[src/design/phy_selftest_defs.vh]
// Register offsets, field positions and reset values of the interrupt and self-test registers
`ifndef PHY_SELFTEST_DEFS_VH
`define PHY_SELFTEST_DEFS_VH
`define ADDR_W 9
`define OFS_IRQ_STATUS 9'h018
`define OFS_ERRCOUNT_GAP 9'h01b
`define OFS_PKT_LEN 9'h01c
`define BIT_POR_EVT 12
`define BIT_NOFRAME_EVT 11
`define BIT_LINK_EVT 8
`define BIT_POR_EN 4
`define BIT_NOFRAME_EN 3
`define BIT_LINK_EN 0
`define BIT_ERR_LOCK 15
`define RST_POR_EN 1'b1
`define RST_NOFRAME_EN 1'b0
`define RST_LINK_EN 1'b0
`define RST_GAP 8'h7d
`define RST_PKT_LEN 11'h5ee
`define ERR_MAX 8'hff
`endif

[src/design/err_counter.v]
// Errored-byte counter of the self-test checker with lock snapshot
`timescale 1ns/10ps
`include "phy_selftest_defs.vh"
module err_counter #(
	parameter W = 8
) (
	input wire ref_clk,
	input wire rst_n,
	input wire err_byte,
	input wire wrap_mode,
	input wire lock,
	output reg [W-1:0] count_q,
	output reg [W-1:0] held_q
);
	// Running count; lock wins so a byte in the lock cycle is dropped with the old count
	always @(posedge ref_clk or negedge rst_n)
	begin
		if (!rst_n)
		begin
			count_q <= {W{1'b0}};
			held_q <= {W{1'b0}};
		end
		else if (lock)
		begin
			held_q <= count_q; // [RQ8]
			count_q <= {W{1'b0}}; // [RQ8]
		end
		else if (err_byte && (wrap_mode || count_q != {W{1'b1}}))
		begin
			count_q <= count_q + {{(W-1){1'b0}}, 1'b1}; // [RQ7] [RQ9]
		end
	end
endmodule

[src/design/phy_irq3_and_prbs_selftest_regs.v]
// Interrupt status/enable and self-test configuration registers
//
// How it works
// RQ1: Power-on-reset done event latches status bit 12 until read.
// RQ2: No-frame-detected event latches status bit 11 until read.
// RQ3: Link-partner-state event latches status bit 8 until read.
// RQ4: Bit 4 enables power-on-reset done interrupt, resets to one.
// RQ5: Bit 3 enables no-frame interrupt, resets to zero.
// RQ6: Bit 0 enables link-partner-state interrupt, resets to zero.
// RQ7: Bits 15:8 show the checker's errored-byte count, reset zero.
// RQ8: Writing one to bit 15 snapshots the count and clears the counter.
// RQ9: With wrap mode low the counter stops at 0xff.
// RQ10: Bits 7:0 hold generator gap in four-byte units, reset 0x7d.
// RQ11: Bits 10:0 hold packet length in bytes, reset 0x5ee, upper zero.
// RQ12: Interrupt high while any latched status has its enable set; read clears.
//
// Decided for this implementation: the strobed register port.
`timescale 1ns/10ps
`include "phy_selftest_defs.vh"
module phy_irq3_and_prbs_selftest_regs (
	input wire ref_clk,
	input wire rst_n,
	input wire [8:0] addr,
	input wire [15:0] wdata,
	input wire wr,
	input wire rd,
	output reg [15:0] rdata_q,
	input wire por_done_evt,
	input wire no_frame_evt,
	input wire link_partner_state_event,
	input wire err_byte,
	input wire err_wrap_mode,
	output reg [7:0] gap_words_q,
	output reg [10:0] pkt_len_q,
	output wire irq
);
	// Address decode results per mapped register, with the write, status-read and lock strobes built from them
	wire sel_stat;
	wire sel_selftest;
	wire sel_len;
	wire wr_stat;
	wire wr_selftest;
	wire wr_len;
	wire rd_stat;
	wire err_lock;

	// Latched event flags
	reg por_st_q;
	reg por_st_d;
	reg nof_st_q;
	reg nof_st_d;
	reg lpe_st_q;
	reg lpe_st_d;

	// Interrupt enables
	reg por_en_q;
	reg por_en_d;
	reg nof_en_q;
	reg nof_en_d;
	reg lpe_en_q;
	reg lpe_en_d;

	// Generator configuration next values
	reg [7:0] gap_words_d;
	reg [10:0] pkt_len_d;

	// Snapshot of the errored-byte count, the only count software sees
	wire [7:0] err_held;

	// Read path and interrupt sources
	reg [15:0] rdata_d;
	wire pend_por;
	wire pend_nof;
	wire pend_lpe;

	// Exact match of the bus address against one register offset
	function addr_is;
		input [8:0] a;
		input [8:0] ofs;
		begin
			addr_is = (a == ofs);
		end
	endfunction

	// Sticky flag next state; a new event beats a read-clear so nothing is lost
	function sticky_next;
		input cur;
		input evt;
		input clr;
		begin
			sticky_next = evt | (cur & ~clr);
		end
	endfunction

	// Writable bit next state: take the bus bit on a write, else hold
	function field_bit_next;
		input cur;
		input we;
		input wbit;
		begin
			if (we)
				field_bit_next = wbit;
			else
				field_bit_next = cur;
		end
	endfunction

	// Status register image; reserved bits stay zero
	function [15:0] stat_image;
		input por_st;
		input nof_st;
		input lpe_st;
		input por_en;
		input nof_en;
		input lpe_en;
		begin
			stat_image = 16'h0000;
			stat_image[`BIT_POR_EVT] = por_st;
			stat_image[`BIT_NOFRAME_EVT] = nof_st;
			stat_image[`BIT_LINK_EVT] = lpe_st;
			stat_image[`BIT_POR_EN] = por_en;
			stat_image[`BIT_NOFRAME_EN] = nof_en;
			stat_image[`BIT_LINK_EN] = lpe_en;
		end
	endfunction

	// Self-test register image: held count above, gap below
	function [15:0] selftest_image;
		input [7:0] held;
		input [7:0] gap;
		begin
			selftest_image = {held, gap};
		end
	endfunction

	// Packet length image; upper five bits read zero
	function [15:0] len_image;
		input [10:0] len;
		begin
			len_image = {5'h00, len};
		end
	endfunction

	// Decoded strobes; other offsets fall through untouched
	assign sel_stat = addr_is(addr, `OFS_IRQ_STATUS);
	assign sel_selftest = addr_is(addr, `OFS_ERRCOUNT_GAP);
	assign sel_len = addr_is(addr, `OFS_PKT_LEN);
	assign wr_stat = wr && sel_stat;
	assign wr_selftest = wr && sel_selftest;
	assign wr_len = wr && sel_len;
	assign rd_stat = rd && sel_stat;
	// Lock pulse only on a write with the lock bit set
	assign err_lock = wr_selftest && wdata[`BIT_ERR_LOCK]; // [RQ8]

	// Next state of the latched flags; any read of the status register clears
	always @*
	begin
		por_st_d = sticky_next(por_st_q, por_done_evt, rd_stat); // [RQ1] [RQ12]
		nof_st_d = sticky_next(nof_st_q, no_frame_evt, rd_stat); // [RQ2] [RQ12]
		lpe_st_d = sticky_next(lpe_st_q, link_partner_state_event, rd_stat); // [RQ3] [RQ12]
	end

	// Power-on-reset done flag
	always @(posedge ref_clk or negedge rst_n)
	begin
		if (!rst_n)
		begin
			por_st_q <= 1'b0;
		end
		else
		begin
			por_st_q <= por_st_d; // [RQ1]
		end
	end

	// No-frame-detected flag
	always @(posedge ref_clk or negedge rst_n)
	begin
		if (!rst_n)
		begin
			nof_st_q <= 1'b0;
		end
		else
		begin
			nof_st_q <= nof_st_d; // [RQ2]
		end
	end

	// Link-partner-state flag
	always @(posedge ref_clk or negedge rst_n)
	begin
		if (!rst_n)
		begin
			lpe_st_q <= 1'b0;
		end
		else
		begin
			lpe_st_q <= lpe_st_d; // [RQ3]
		end
	end

	// Enable next values; flag bits of the same register are not writable
	always @*
	begin
		por_en_d = field_bit_next(por_en_q, wr_stat, wdata[`BIT_POR_EN]); // [RQ4]
		nof_en_d = field_bit_next(nof_en_q, wr_stat, wdata[`BIT_NOFRAME_EN]); // [RQ5]
		lpe_en_d = field_bit_next(lpe_en_q, wr_stat, wdata[`BIT_LINK_EN]); // [RQ6]
	end

	// Power-on-reset done enable, on by default
	always @(posedge ref_clk or negedge rst_n)
	begin
		if (!rst_n)
		begin
			por_en_q <= `RST_POR_EN; // [RQ4]
		end
		else
		begin
			por_en_q <= por_en_d; // [RQ4]
		end
	end

	// No-frame-detected enable
	always @(posedge ref_clk or negedge rst_n)
	begin
		if (!rst_n)
		begin
			nof_en_q <= `RST_NOFRAME_EN; // [RQ5]
		end
		else
		begin
			nof_en_q <= nof_en_d; // [RQ5]
		end
	end

	// Link-partner-state enable
	always @(posedge ref_clk or negedge rst_n)
	begin
		if (!rst_n)
		begin
			lpe_en_q <= `RST_LINK_EN; // [RQ6]
		end
		else
		begin
			lpe_en_q <= lpe_en_d; // [RQ6]
		end
	end

	// Gap next value; a lock write also rewrites the gap field
	always @*
	begin
		if (wr_selftest)
			gap_words_d = wdata[7:0]; // [RQ10]
		else
			gap_words_d = gap_words_q;
	end

	// Inter-packet gap in four-byte units
	always @(posedge ref_clk or negedge rst_n)
	begin
		if (!rst_n)
		begin
			gap_words_q <= `RST_GAP; // [RQ10]
		end
		else
		begin
			gap_words_q <= gap_words_d; // [RQ10]
		end
	end

	// Packet length next value
	always @*
	begin
		if (wr_len)
			pkt_len_d = wdata[10:0]; // [RQ11]
		else
			pkt_len_d = pkt_len_q;
	end

	// Packet length in bytes
	always @(posedge ref_clk or negedge rst_n)
	begin
		if (!rst_n)
		begin
			pkt_len_q <= `RST_PKT_LEN; // [RQ11]
		end
		else
		begin
			pkt_len_q <= pkt_len_d; // [RQ11]
		end
	end

	// Counter kept in its own module; running count stays internal
	err_counter #(
		.W(8)
	) u_err (
		.ref_clk(ref_clk),
		.rst_n(rst_n),
		.err_byte(err_byte),
		.wrap_mode(err_wrap_mode),
		.lock(err_lock),
		.count_q(),
		.held_q(err_held)
	);

	// Read mux; unmapped addresses read zero
	always @*
	begin
		rdata_d = 16'h0000;
		case (addr)
			`OFS_IRQ_STATUS:
			begin
				rdata_d = stat_image(por_st_q, nof_st_q, lpe_st_q, por_en_q, nof_en_q, lpe_en_q); // [RQ1] [RQ2] [RQ3]
			end
			`OFS_ERRCOUNT_GAP:
			begin
				rdata_d = selftest_image(err_held, gap_words_q); // [RQ7] [RQ8]
			end
			`OFS_PKT_LEN:
			begin
				rdata_d = len_image(pkt_len_q); // [RQ11]
			end
			default: rdata_d = 16'h0000;
		endcase
	end

	// Read data stands only in the cycle after the strobe
	always @(posedge ref_clk or negedge rst_n)
	begin
		if (!rst_n)
		begin
			rdata_q <= 16'h0000;
		end
		else if (rd)
		begin
			rdata_q <= rdata_d;
		end
		else
		begin
			rdata_q <= 16'h0000;
		end
	end

	// Per-source pending terms; combinational so the line follows the flags at once
	assign pend_por = por_st_q & por_en_q; // [RQ12]
	assign pend_nof = nof_st_q & nof_en_q; // [RQ12]
	assign pend_lpe = lpe_st_q & lpe_en_q; // [RQ12]

	// Level interrupt, high while any enabled flag is pending
	assign irq = pend_por | pend_nof | pend_lpe; // [RQ12]
endmodule

[config.mk]
export PLATFORM = sky130hd
export DESIGN_NAME = phy_irq3_and_prbs_selftest_regs
export DESIGN_NICKNAME = d
export VERILOG_FILES = /design/src/design/err_counter.v /design/src/design/phy_irq3_and_prbs_selftest_regs.v
export VERILOG_INCLUDE_DIRS = /design/src /design/src/design
export SDC_FILE = /design/constraint.sdc
export NUM_CORES = 1
export LEC_CHECK = 0
export BUFFER_PORTS_ARGS = -buffer_cell sky130_fd_sc_hd__buf_2
export CAP_MARGIN = 15
export CORE_MARGIN = 2
export CORE_UTILIZATION = 25
export DETAILED_ROUTE_END_ITERATION = 8
export GPL_ROUTABILITY_DRIVEN = 0
export PLACE_DENSITY = 0.47
export REMOVE_ABC_BUFFERS = 1
export SKIP_LAST_GASP = 1
export SLEW_MARGIN = 20
export SYNTH_ARGS = -nofsm -noshare
export SYNTH_HDL_FRONTEND = slang
export SYNTH_HIERARCHICAL = 1
export SYNTH_SLANG_ARGS = --single-unit
[constraint.sdc]
create_clock -name ref_clk -period 3.9 [get_ports ref_clk]
set_input_delay 1.17 -clock ref_clk [delete_from_list [all_inputs] [get_ports ref_clk]]
set_output_delay 1.17 -clock ref_clk [all_outputs]
set_load 0.01 [all_outputs]
==> results of run 1 <==
==> state kept, by name, summed over array words and instances (netlist names) <==
register,count
rdata_q,16
por_en_q,1
field_bit_next.cur,1
lpe_st_q,1
pkt_len_q,11
nof_st_q,1
por_st_q,1
u_err/held_q,8
gap_words_q,8
nof_en_q,1
u_err/count_q,8
==> cell families after synthesis <==
family	synth area share (%)
muxes	15.2
xor gates and xnor gates	1.34
buffers and inverters	3.50
and+or+nand+nor	17.2
AOI/OAI and AO/OA	6.90
adders and majority gates	0.479
DFF	55.3
==> how the worst max path moves through the flow <==
| stage | startpoint | to | slack [ns] |
|---|---|---|---|
| after floorplan | addr[7] | pkt_len_q[0]$_DFFE_PN0P_ | -0.17 |
| after global placement | addr[2] | rdata_q[9]$_DFF_PN0_ | 0.91 |
| after detailed placement | addr[2] | rdata_q[1]$_DFF_PN0_ | 0.90 |
| after CTS | addr[5] | pkt_len_q[4]$_DFFE_PN0P_ | 1.28 |
| after global routing | addr[2] | rdata_q[6]$_DFF_PN0_ | 1.16 |
| final | addr[5] | pkt_len_q[4]$_DFFE_PN0P_ | 1.28 |
==> cells in the mapped netlist (2+ instances only) <==
cell and number:
a22oi_1 2, buf_4 2, mux2_1 11, xor2_1 3
and4_1 5, nor3b_1 5, mux2_4 10, nor2b_1 2
nor2_1 7, dfstp_2 15, dfrtp_1 42, o211ai_1 3
buf_6 3, and2_1 2, nand4_1 24, a21o_1 3
a21oi_1 14, nor3_1 2, and3_1 3, o21ai_0 2
clkbuf_1 4, mux2_2 10, nand2_1 3, buf_2 4
nand3_1 2
==> where the power goes <==
| part | internal, W | switching (W) | total, W |
|---|---|---|---|
| sequential | 0.000639 | 0.0000663 | 0.000706 |
| combinational | 0.0000701 | 0.0000861 | 0.000156 |
| clock | 0.000248 | 0.000247 | 0.000495 |
==> cell type report <==
class                           instances  area, µm²  share of cell area [%]
Clock inverter                          6       43.8                    1.34
Tap cell                              136        170                    5.19
Clock buffer                           10        138                    4.20
Sequential cell                        57       1450                    44.1
Multi-Input combinational cell        130       1080                    33.1
Inverter                                1       3.75                   0.115
Timing Repair Buffer                   74        393                    12.0
==> metal layers <==
| layer | up-vias | wire (µm) | track usage, % |
|---|---|---|---|
| met3 | 6 | 297 | 3.62 |
| met2 | 60 | 2930 | 18.2 |
| li1 | 911 | - | - |
| met1 | 940 | 3030 | 16.4 |
| met4 | 0 | 89 | 4.23 |
| met5 | - | 0 | 0 |
==> per-stage QoR <==
step	setup WS [ns]	hold slack [ns]	instance area [µm²]
floorplan	-0.175	0.464	2520
global placement	0.912	0.482	3100
detailed placement	0.905	0.489	3100
CTS	1.28	0.506	3280
global route	1.16	0.517	3280
finish	1.28	0.499	3280
==> reports/metrics.csv, run 1 <==
stage,metric,value,unit
routing,drt_iter0_drc,82,
critical_path,path_buf_inv,3,
final_layout,drive_above_1_share,47.1,%
final_layout,syn2layout_area_growth,25.5,%
placed_design,io_buffers,65,
synthesis,synth_top_area_cell,dfrtp_1,
power,p_leak,1.57,nW
critical_path,startpoint_type,primary input,
timing,finalClockSkew,0.00745,ns
power,power,0.00136,W
synthesis,synth_edf_count,0,
worst_hold_path,holdPathEnd,u_err/held_q[5]$_DFFE_PN0P_,
timing,fin_crit_sh,67.1,%
synthesis,syn-instance-count,202,
critical_path,rr_worst_depth,5,
synthesis,syn_area,2610,µm²
final_layout,antennaDiodeCount,0,
timing,finalSetupTns,0,ns
critical_path,cp.depth,6,
placed_design,hpwl,4.56,mm
synthesis,netlist_top_cells_area,"dfrtp_1 (40%), dfstp_2 (15%), mux2_4 (5.7%)",
final_layout,utilization,32.0,%
critical_path,critPathRequiredTime,4.11,ns
global_route,grt_max_degree,58,
clock_tree,clkTransAtPathRegs,0.07,ns
global_route,grt_usage,12.1,%
placed_design,placedCellCount,398,
timing,setup_viol,0,
synthesis,synth-seq-area-share,55.3,%
global_route,overflow,0,
global_route,grt_pass1_wl,10.4,mm
critical_path,crit_type,primary input to flip-flop,
job,drv_cap,0,
routing,wl_per_cell,15.3,µm
timing,timing.final.max_slew_violations,0,
global_route,antenna_found_initial,0,
timing,max_slew.worst_pin.slew,0.722,ns
synthesis,ys_ff_latch,57,
clock_tree,cts_made_buffers,9,
clock_tree,root_buffer,clkbuf_8,
clock_tree,clock_latency,0.34,ns
die,die_w,106,µm
critical_path,critical_path.max_fanout,15,
die,dieHeight,106,µm
die,initial_core_util,25.5,%
power,power.density,414,nW/µm²
routing,routed_via_density,4.63,
worst_hold_path,hp-class,flip-flop to flip-flop,
die,core,10200,µm²
synthesis,synth_top_area_share,40.2,%
critical_path,reg2reg_slack,2.29,ns
synthesis,yosys_warnings,6,
timing,slew_headroom,51.9,%
final_layout,final_cell_mix,"buf_2 (65), dfrtp_1 (42), nand4_1 (24), dfstp_2 (15), a21oi_1 (14)",
routing,dr.pass1.iters,4,
clock_tree,htree_levels,3,
synthesis,syn_area_per_cell,12.9,µm²
worst_hold_path,hold_path_depth,1,
timing,rsz0062_at_grt,no,
die,num_rows,37,
timing,fmax,382,MHz
clock_tree,clockBufferDepth,2,
critical_path,crit_path_top_delay_cell,nand4_1,
timing,min_period,2.62,ns
global_route,grt_pass1_vias,1953,
routing,drc,0,
clock_tree,cts_setup_buffers,0,
clock_tree,clkSinkCount,57,
final_layout,stdcell_count,414,
routing,vias,1917,
critical_path,cpLargestDelayFamily,buffers and inverters,
final_layout,nFillCells,1072,
critical_path,cp_cell_sequence,"buf_2, nor4b_4, buf_4, nand4_1, buf_4, mux2_4",
run_status,status,completed,
final_layout,final_common_cell,buf_2,
critical_path,end_kind,flip-flop,
power,ir_drop,0.147,mV
clock_tree,cts_resized,0,
critical_path,critPathArrivalTime,2.83,ns
final_layout,nets,308,
critical_path,r2r_start,u_err/count_q[0]$_DFFE_PN0P_,
timing,finalHoldViolCount,0,
critical_path,cpPeakStageDelay,0.34,ns
worst_hold_path,hold_path_startpoint,u_err/held_q[5]$_DFFE_PN0P_,
synthesis,ys.flop_type,dfrtp_1,
synthesis,yosysUniqueCellTypes,44,
clock_tree,cts_tree,done,
synthesis,synth-async-reset-ratio,100,%
critical_path,crit_path_frequent_cell,buf_4,
critical_path,reg2reg_to,u_err/count_q[1]$_DFFE_PN0P_,
clock_tree,postCtsHoldBufs,0,
routing,wl,6.35,mm
routing,final_antenna_net_count,0,
die,die_area,11300,µm²
die,io_pins,70,
Note: power is estimated with default switching activity, not from simulation.
==> run 2, diff against run 1 <==
--- a/config.mk
+++ b/config.mk
@@ -12,7 +12,7 @@
 export CORE_UTILIZATION = 25
 export DETAILED_ROUTE_END_ITERATION = 8
 export GPL_ROUTABILITY_DRIVEN = 0
-export PLACE_DENSITY = 0.47
+export PLACE_DENSITY = 0.49
 export REMOVE_ABC_BUFFERS = 1
 export SKIP_LAST_GASP = 1
 export SLEW_MARGIN = 20
==> constraint.sdc (replaced) <==
create_clock -name ref_clk -period 2.3 [get_ports ref_clk]
set_input_delay 0.69 -clock ref_clk [delete_from_list [all_inputs] [get_ports ref_clk]]
set_output_delay 0.69 -clock ref_clk [all_outputs]
set_load 0.01 [all_outputs]
==> run 2 against run 1 <==
  * Global-route usage grew 0.60 points
  * Non-clock buffer count rose by 11
  * Sequential share of layout area is 1.5 points lower
  * Register-to-register slack lost 1.6 ns
  * Via count is 4.1% higher
  * Cell area grew 3.4%
  * First-iteration DRC count shrank 48%
  * Critical path type is now flip-flop to output pin
  * Critical endpoint is now irq
  * Largest cell class unchanged
  * Highest routed layer unchanged
==> reports/metrics.csv, run 2 (synthesis results as in run 1) <==
stage,metric,value,unit,change
final_layout,largest_register_ffs,16,,unchanged
die,initial_core_util,25.5,%,unchanged
final_layout,seq_area,1450,µm²,unchanged
final_layout,stdcell_count,425,,was 414
power,power,0.00243,W,was 0.00136 W
final_layout,drive_above_1_share,48.4,%,was 47.1%
timing,slew_headroom,73.2,%,was 51.9%
final_layout,max_flop_register,rdata_q,,unchanged
final_layout,antennaDiodeCount,0,,unchanged
power,internal_power,0.00177,W,was 0.000958 W
critical_path,end_kind,output pin,,was flip-flop
final_layout,final_cell_mix,"buf_2 (65), dfrtp_1 (42), nand4_1 (24), buf_4 (19), dfstp_2 (15)",,"was buf_2 (65), dfrtp_1 (42), nand4_1 (24), dfstp_2 (15), a21oi_1 (14)"
die,io_pins,70,,unchanged
timing,finalClockSkew,0.0112,ns,was 0.00745 ns
routing,drc,0,,unchanged
clock_tree,cts_made_buffers,9,,unchanged
die,core,10200,µm²,unchanged
final_layout,multiInputGateArea,1080,µm²,unchanged
timing,min_period,2.02,ns,
routing,drt_iter0_drc,43,,was 82
timing,finalSetupTns,0,ns,unchanged
power,comb_power_share,11.4,%,was 11.5%
power,switching_share,27.1,%,was 29.4%
clock_tree,htree_levels,3,,unchanged
timing,finalHoldViolCount,0,,unchanged
critical_path,critical_path.max_fanout,3,,was 15
clock_tree,cts_resized,0,,unchanged
critical_path,startpoint_type,flip-flop,,was primary input
routing,wl_per_cell,15.7,µm,was 15.3 µm
global_route,grt_pass1_wl,10.9,mm,was 10.4 mm
routing,vias,1995,,was 1917
final_layout,final_common_cell,buf_2,,unchanged
clock_tree,clock_latency,0.34,ns,about the same
timing,hold_ws,0.341,ns,was 0.499 ns
placed_design,hpwl,4.92,mm,was 4.56 mm
global_route,grt_usage,12.7,%,was 12.1%
timing,timing.final.max_slew_violations,0,,unchanged
critical_path,critPathRequiredTime,1.61,ns,was 4.11 ns
die,die_w,106,µm,unchanged
timing,max_slew.worst_pin.slew,0.398,ns,was 0.722 ns
timing,setup_viol,0,,unchanged
placed_design,placedCellCount,409,,was 398
timing,fmax,496,MHz,
clock_tree,clkTransAtPathRegs,0.07,ns,about the same
critical_path,reg2reg_to,u_err/count_q[1]$_DFFE_PN0P_,,unchanged
final_layout,nets,319,,was 308
critical_path,r2r_start,u_err/count_q[1]$_DFFE_PN0P_,,was u_err/count_q[0]$_DFFE_PN0P_
clock_tree,cts_tree,done,,unchanged
routing,routed_via_density,4.69,,was 4.63
timing,fin_crit_sh,87.6,%,
power,p_leak,1.64,nW,was 1.57 nW
die,num_rows,37,,unchanged
power,p_seq_share,49.5,%,was 52.0%
global_route,grt_pass1_vias,2109,,was 1953
timing,rsz0062_at_grt,no,,unchanged
job,drv_cap,0,,unchanged
run_status,status,completed,,unchanged
power,power.density,716,nW/µm²,was 414 nW/µm²
routing,dr.pass1.iters,4,,unchanged
clock_tree,cts_setup_buffers,0,,unchanged
placed_design,preCtsSetupSlack,0.0795,ns,was 0.905 ns
global_route,overflow,0,,unchanged
critical_path,critPathArrivalTime,1.33,ns,was 2.83 ns
power,pwr-share-clk,39.0,%,was 36.5%
critical_path,reg2reg_slack,0.70,ns,was 2.29 ns
worst_hold_path,hp-class,primary input to async pin,,was flip-flop to flip-flop
clock_tree,postCtsHoldBufs,0,,unchanged
global_route,antenna_found_initial,0,,unchanged
power,ir_drop,0.208,mV,was 0.147 mV
global_route,grt_max_degree,58,,unchanged
clock_tree,root_buffer,clkbuf_8,,unchanged
power,p_switching,0.000658,W,was 0.000399 W
final_layout,syn2layout_area_growth,29.8,%,was 25.5%
clock_tree,clkSinkCount,57,,unchanged
routing,final_antenna_net_count,0,,unchanged
critical_path,crit_type,flip-flop to output pin,,was primary input to flip-flop
timing,finalWorstSetupSlack,0.284,ns,was 1.28 ns
critical_path,rr_worst_depth,5,,unchanged
die,die_area,11300,µm²,unchanged
clock_tree,clockBufferDepth,2,,unchanged
die,dieHeight,106,µm,unchanged
placed_design,io_buffers,65,,unchanged
routing,wl,6.66,mm,was 6.35 mm
final_layout,top_regs,"rdata_q: 16 flops, pkt_len_q: 11 flops",,unchanged
final_layout,nFillCells,1036,,was 1072
-- run 2: area by class of cell --
cell class	instances	share of cell area, %
clock buffer	13	4.69
clock inverter	3	1.18
inverter	1	0.111
multi-input combinational	130	32.0
sequential	57	42.6
tap	136	5.02
timing repair buffer	85	14.4
-- run 2: power by group through the flow --
stage | Sequential, W | Clock, W | Combinational (W)
after floorplan | 0.00118 | 0 | 0.000154
after global placement | 0.00121 | 0 | 0.000273
after detailed placement | 0.00121 | 0 | 0.000279
after CTS | 0.00120 | 0.000967 | 0.000282
after global routing | 0.00121 | 0.00102 | 0.000318
final | 0.00120 | 0.000947 | 0.000278
-- run 2: worst max-delay path by stage --
stage	startpoint	slack [ns]	depth (start not counted)	end
after global routing	por_st_q$_DFF_PN0_	0.21	3	irq
final	por_st_q$_DFF_PN0_	0.28	3	irq
after detailed placement	addr[5]	0.08	6	u_err/held_q[3]$_DFFE_PN0P_
after CTS	por_st_q$_DFF_PN0_	0.27	3	irq
after floorplan	addr[7]	-1.29	3	pkt_len_q[0]$_DFFE_PN0P_
after global placement	addr[5]	0.11	6	u_err/held_q[4]$_DFFE_PN0P_
-- run 2: critical path: stages (launching register included) --
cell and delay (ns):
dfrtp_1 0.40, a222oi_1 0.38, inv_1 0.07, buf_2 0.15
-- run 2: through the flow --
stage | cell area, µm² | utilization (%)
after floorplan | 2520 | -
final | 3390 | 33.1
after global routing | 3390 | 33.1
after detailed placement | 3190 | 31.2
after CTS | 3390 | 33.1
after global placement | 3190 | 31.2
-- run 2: routing by layer --
| metal | wire length [µm] | share of wire (%) | vias to the layer above | global-route usage [%] |
|---|---|---|---|---|
| li1 | - | - | 933 | - |
| met1 | 3020 | 45 | 982 | 16.1 |
| met2 | 3160 | 47 | 67 | 20.1 |
| met3 | 358 | 5.4 | 13 | 3.43 |
| met4 | 127 | 1.9 | 0 | 5.64 |
| met5 | 0 | 0 | - | 0 |
==> run 3, diff against run 2 <==
--- a/config.mk
+++ b/config.mk
@@ -9,10 +9,10 @@
 export BUFFER_PORTS_ARGS = -buffer_cell sky130_fd_sc_hd__buf_2
 export CAP_MARGIN = 15
 export CORE_MARGIN = 2
-export CORE_UTILIZATION = 25
+export CORE_UTILIZATION = 40
 export DETAILED_ROUTE_END_ITERATION = 8
 export GPL_ROUTABILITY_DRIVEN = 0
-export PLACE_DENSITY = 0.49
+export PLACE_DENSITY = 0.69
 export REMOVE_ABC_BUFFERS = 1
 export SKIP_LAST_GASP = 1
 export SLEW_MARGIN = 20
==> run 3 against run 2 <==
  * Largest power group unchanged
  * Wire length is 9.9% lower
  * Largest cell class unchanged
  * Clock skew is 0.0045 ns lower
  * Hold slack hardly changed
  * Via count is 1.1% lower
  * Clock power is 2% higher
  * Cell area is 2.7% lower
  * Critical path depth stayed put
==> reports/metrics.csv, run 3 (synthesis results as in run 1) <==
stage,metric,value,unit,change
global_route,grt_pass1_vias,2008,,was 2109
die,die_w,84.8,µm,was 106 µm
die,initial_core_util,41.4,%,was 25.5%
die,dieHeight,84.8,µm,was 106 µm
worst_hold_path,hp-class,primary input to async pin,,unchanged
critical_path,cp_cell_sequence,"a222oi_1, inv_1, buf_2",,unchanged
critical_path,crit_path_top_delay_cell,dfrtp_1,,unchanged
critical_path,startpoint_type,flip-flop,,unchanged
die,die_area,7190,µm²,was 11300 µm²
critical_path,critical_path.max_fanout,3,,unchanged
global_route,grt_pass1_wl,10.2,mm,was 10.9 mm
routing,wl_per_cell,16.6,µm,was 15.7 µm
critical_path,crit_type,flip-flop to output pin,,unchanged
critical_path,end_kind,output pin,,unchanged
final_layout,largest_register_ffs,16,,unchanged
routing,wl_met2,2.71,mm,was 3.16 mm
clock_tree,cts_resized,0,,unchanged
clock_tree,htree_levels,3,,unchanged
global_route,antenna_found_initial,0,,unchanged
routing,dr.pass1.iters,4,,unchanged
die,io_pins,70,,unchanged
final_layout,max_flop_register,rdata_q,,unchanged
routing,drt_iter0_drc,137,,was 43
clock_tree,cts_setup_buffers,0,,unchanged
routing,highest_layer,met4,,unchanged
routing,drt-met1-wl,2.77,mm,was 3.02 mm
power,power.density,738,nW/µm²,was 716 nW/µm²
routing,final_antenna_net_count,0,,unchanged
clock_tree,clkSinkCount,57,,unchanged
critical_path,critPathArrivalTime,1.26,ns,was 1.33 ns
clock_tree,root_buffer,clkbuf_8,,unchanged
timing,finalSetupTns,0,ns,unchanged
global_route,grt_max_degree,58,,unchanged
global_route,grt_usage,18.4,%,was 12.7%
routing,drc,0,,unchanged
final_layout,syn2layout_area_growth,26.4,%,was 29.8%
run_status,status,completed,,unchanged
critical_path,critPathRequiredTime,1.61,ns,about the same
routing,wl_met3,420,µm,was 358 µm
timing,fmax,514,MHz,was 496 MHz
timing,finalHoldViolCount,0,,unchanged
die,num_rows,29,,was 37
placed_design,io_buffers,65,,unchanged
timing,setup_viol,0,,unchanged
clock_tree,clkTransAtPathRegs,0.06,ns,was 0.07 ns
timing,finalClockSkew,0.00670,ns,was 0.0112 ns
clock_tree,postCtsHoldBufs,0,,unchanged
clock_tree,cts_made_buffers,9,,unchanged
final_layout,drive_above_1_share,47.5,%,was 48.4%
timing,slew_headroom,74.4,%,was 73.2%
clock_tree,clock_latency,0.33,ns,was 0.34 ns
final_layout,antennaDiodeCount,0,,unchanged
routing,vias,1973,,was 1995
clock_tree,clockBufferDepth,2,,unchanged
die,core,6310,µm²,was 10200 µm²
global_route,overflow,0,,unchanged
final_layout,top_regs,"rdata_q: 16 flops, pkt_len_q: 11 flops",,unchanged
final_layout,final_cell_mix,"buf_2 (65), dfrtp_1 (42), nand4_1 (24), dfstp_2 (15), a21oi_1 (14)",,"was buf_2 (65), dfrtp_1 (42), nand4_1 (24), buf_4 (19), dfstp_2 (15)"
timing,min_period,1.95,ns,was 2.02 ns
final_layout,final_common_cell,buf_2,,unchanged
timing,hold_ws,0.341,ns,about the same
routing,routed_via_density,5.47,,was 4.69
placed_design,hpwl,4.27,mm,was 4.92 mm
critical_path,path_buf_inv,2,,unchanged
power,p_leak,1.62,nW,was 1.64 nW
routing,wl,6.01,mm,was 6.66 mm
critical_path,cpLargestDelayFamily,flip-flops,,unchanged
final_layout,nets,314,,was 319
clock_tree,cts_tree,done,,unchanged
power,ir_drop,0.372,mV,was 0.208 mV
timing,rsz0062_at_grt,no,,unchanged
timing,max_slew.worst_pin.slew,0.380,ns,was 0.398 ns
timing,fin_crit_sh,84.6,%,was 87.6%
critical_path,cpPeakStageDelay,0.40,ns,about the same
timing,timing.final.max_slew_violations,0,,unchanged
job,drv_cap,0,,unchanged
-- run 3: where the power goes --
group / internal, W / switching [W] / leakage, nW
logic: 0.000126 / 0.000150 / 0.799
clock network: 0.000588 / 0.000376 / 0.107
registers: 0.00108 / 0.000110 / 0.712
-- run 3: path summary, 6_finish.rpt --
kind / cells after the start / endpoint / slack (ns) / start
min in group ref_clk: 1 / u_err/held_q[0]$_DFFE_PN0P_ / 0.51 / u_err/held_q[0]$_DFFE_PN0P_
max in group asynchronous: 2 / pkt_len_q[10]$_DFFE_PN1P_ / 1.65 / rst_n
setup / recovery: 3 / irq / 0.35 / por_st_q$_DFF_PN0_
hold / removal: 2 / u_err/count_q[4]$_DFFE_PN0P_ / 0.34 / rst_n
hold reg to reg: 1 / u_err/held_q[0]$_DFFE_PN0P_ / 0.51 / u_err/held_q[0]$_DFFE_PN0P_
setup reg to reg: 5 / u_err/count_q[1]$_DFFE_PN0P_ / 0.73 / u_err/count_q[0]$_DFFE_PN0P_
-- run 3: final cells by class --
type | count | area (µm²)
multi-input combinational | 130 | 1080
inverter | 1 | 3.75
clock inverter | 2 | 35.0
sequential | 57 | 1450
tap | 77 | 96.3
fill | 574 | 3010
timing repair buffer | 80 | 463
clock buffer | 14 | 173
-- run 3: metal layers --
layer	track usage, %	vias to the layer above
met5	0	-
met4	7.07	0
met3	5.41	8
met2	26.9	82
met1	25.9	962
li1	-	921
-- run 3: worst register-to-register path, delay by kind of cell (launching register included) --
family | cells | cell delay (ns)
DFF | 1 | 0.40
and+or+nand+nor | 2 | 0.22
adders and majority gates | 1 | 0.26
AOI/OAI and AO/OA | 1 | 0.36
muxes | 1 | 0.23
-- run 3: stage by stage --
step	setup WS (ns)	util [%]	instances	instance area [µm²]	power, W
floorplan	-1.29	-	188	2520	0.00133
global placement	0.142	49.0	345	3090	0.00146
detailed placement	0.113	49.0	345	3090	0.00148
CTS	0.332	52.3	361	3300	0.00246
global route	0.253	52.3	361	3300	0.00256
finish	0.355	52.3	361	3300	0.00243
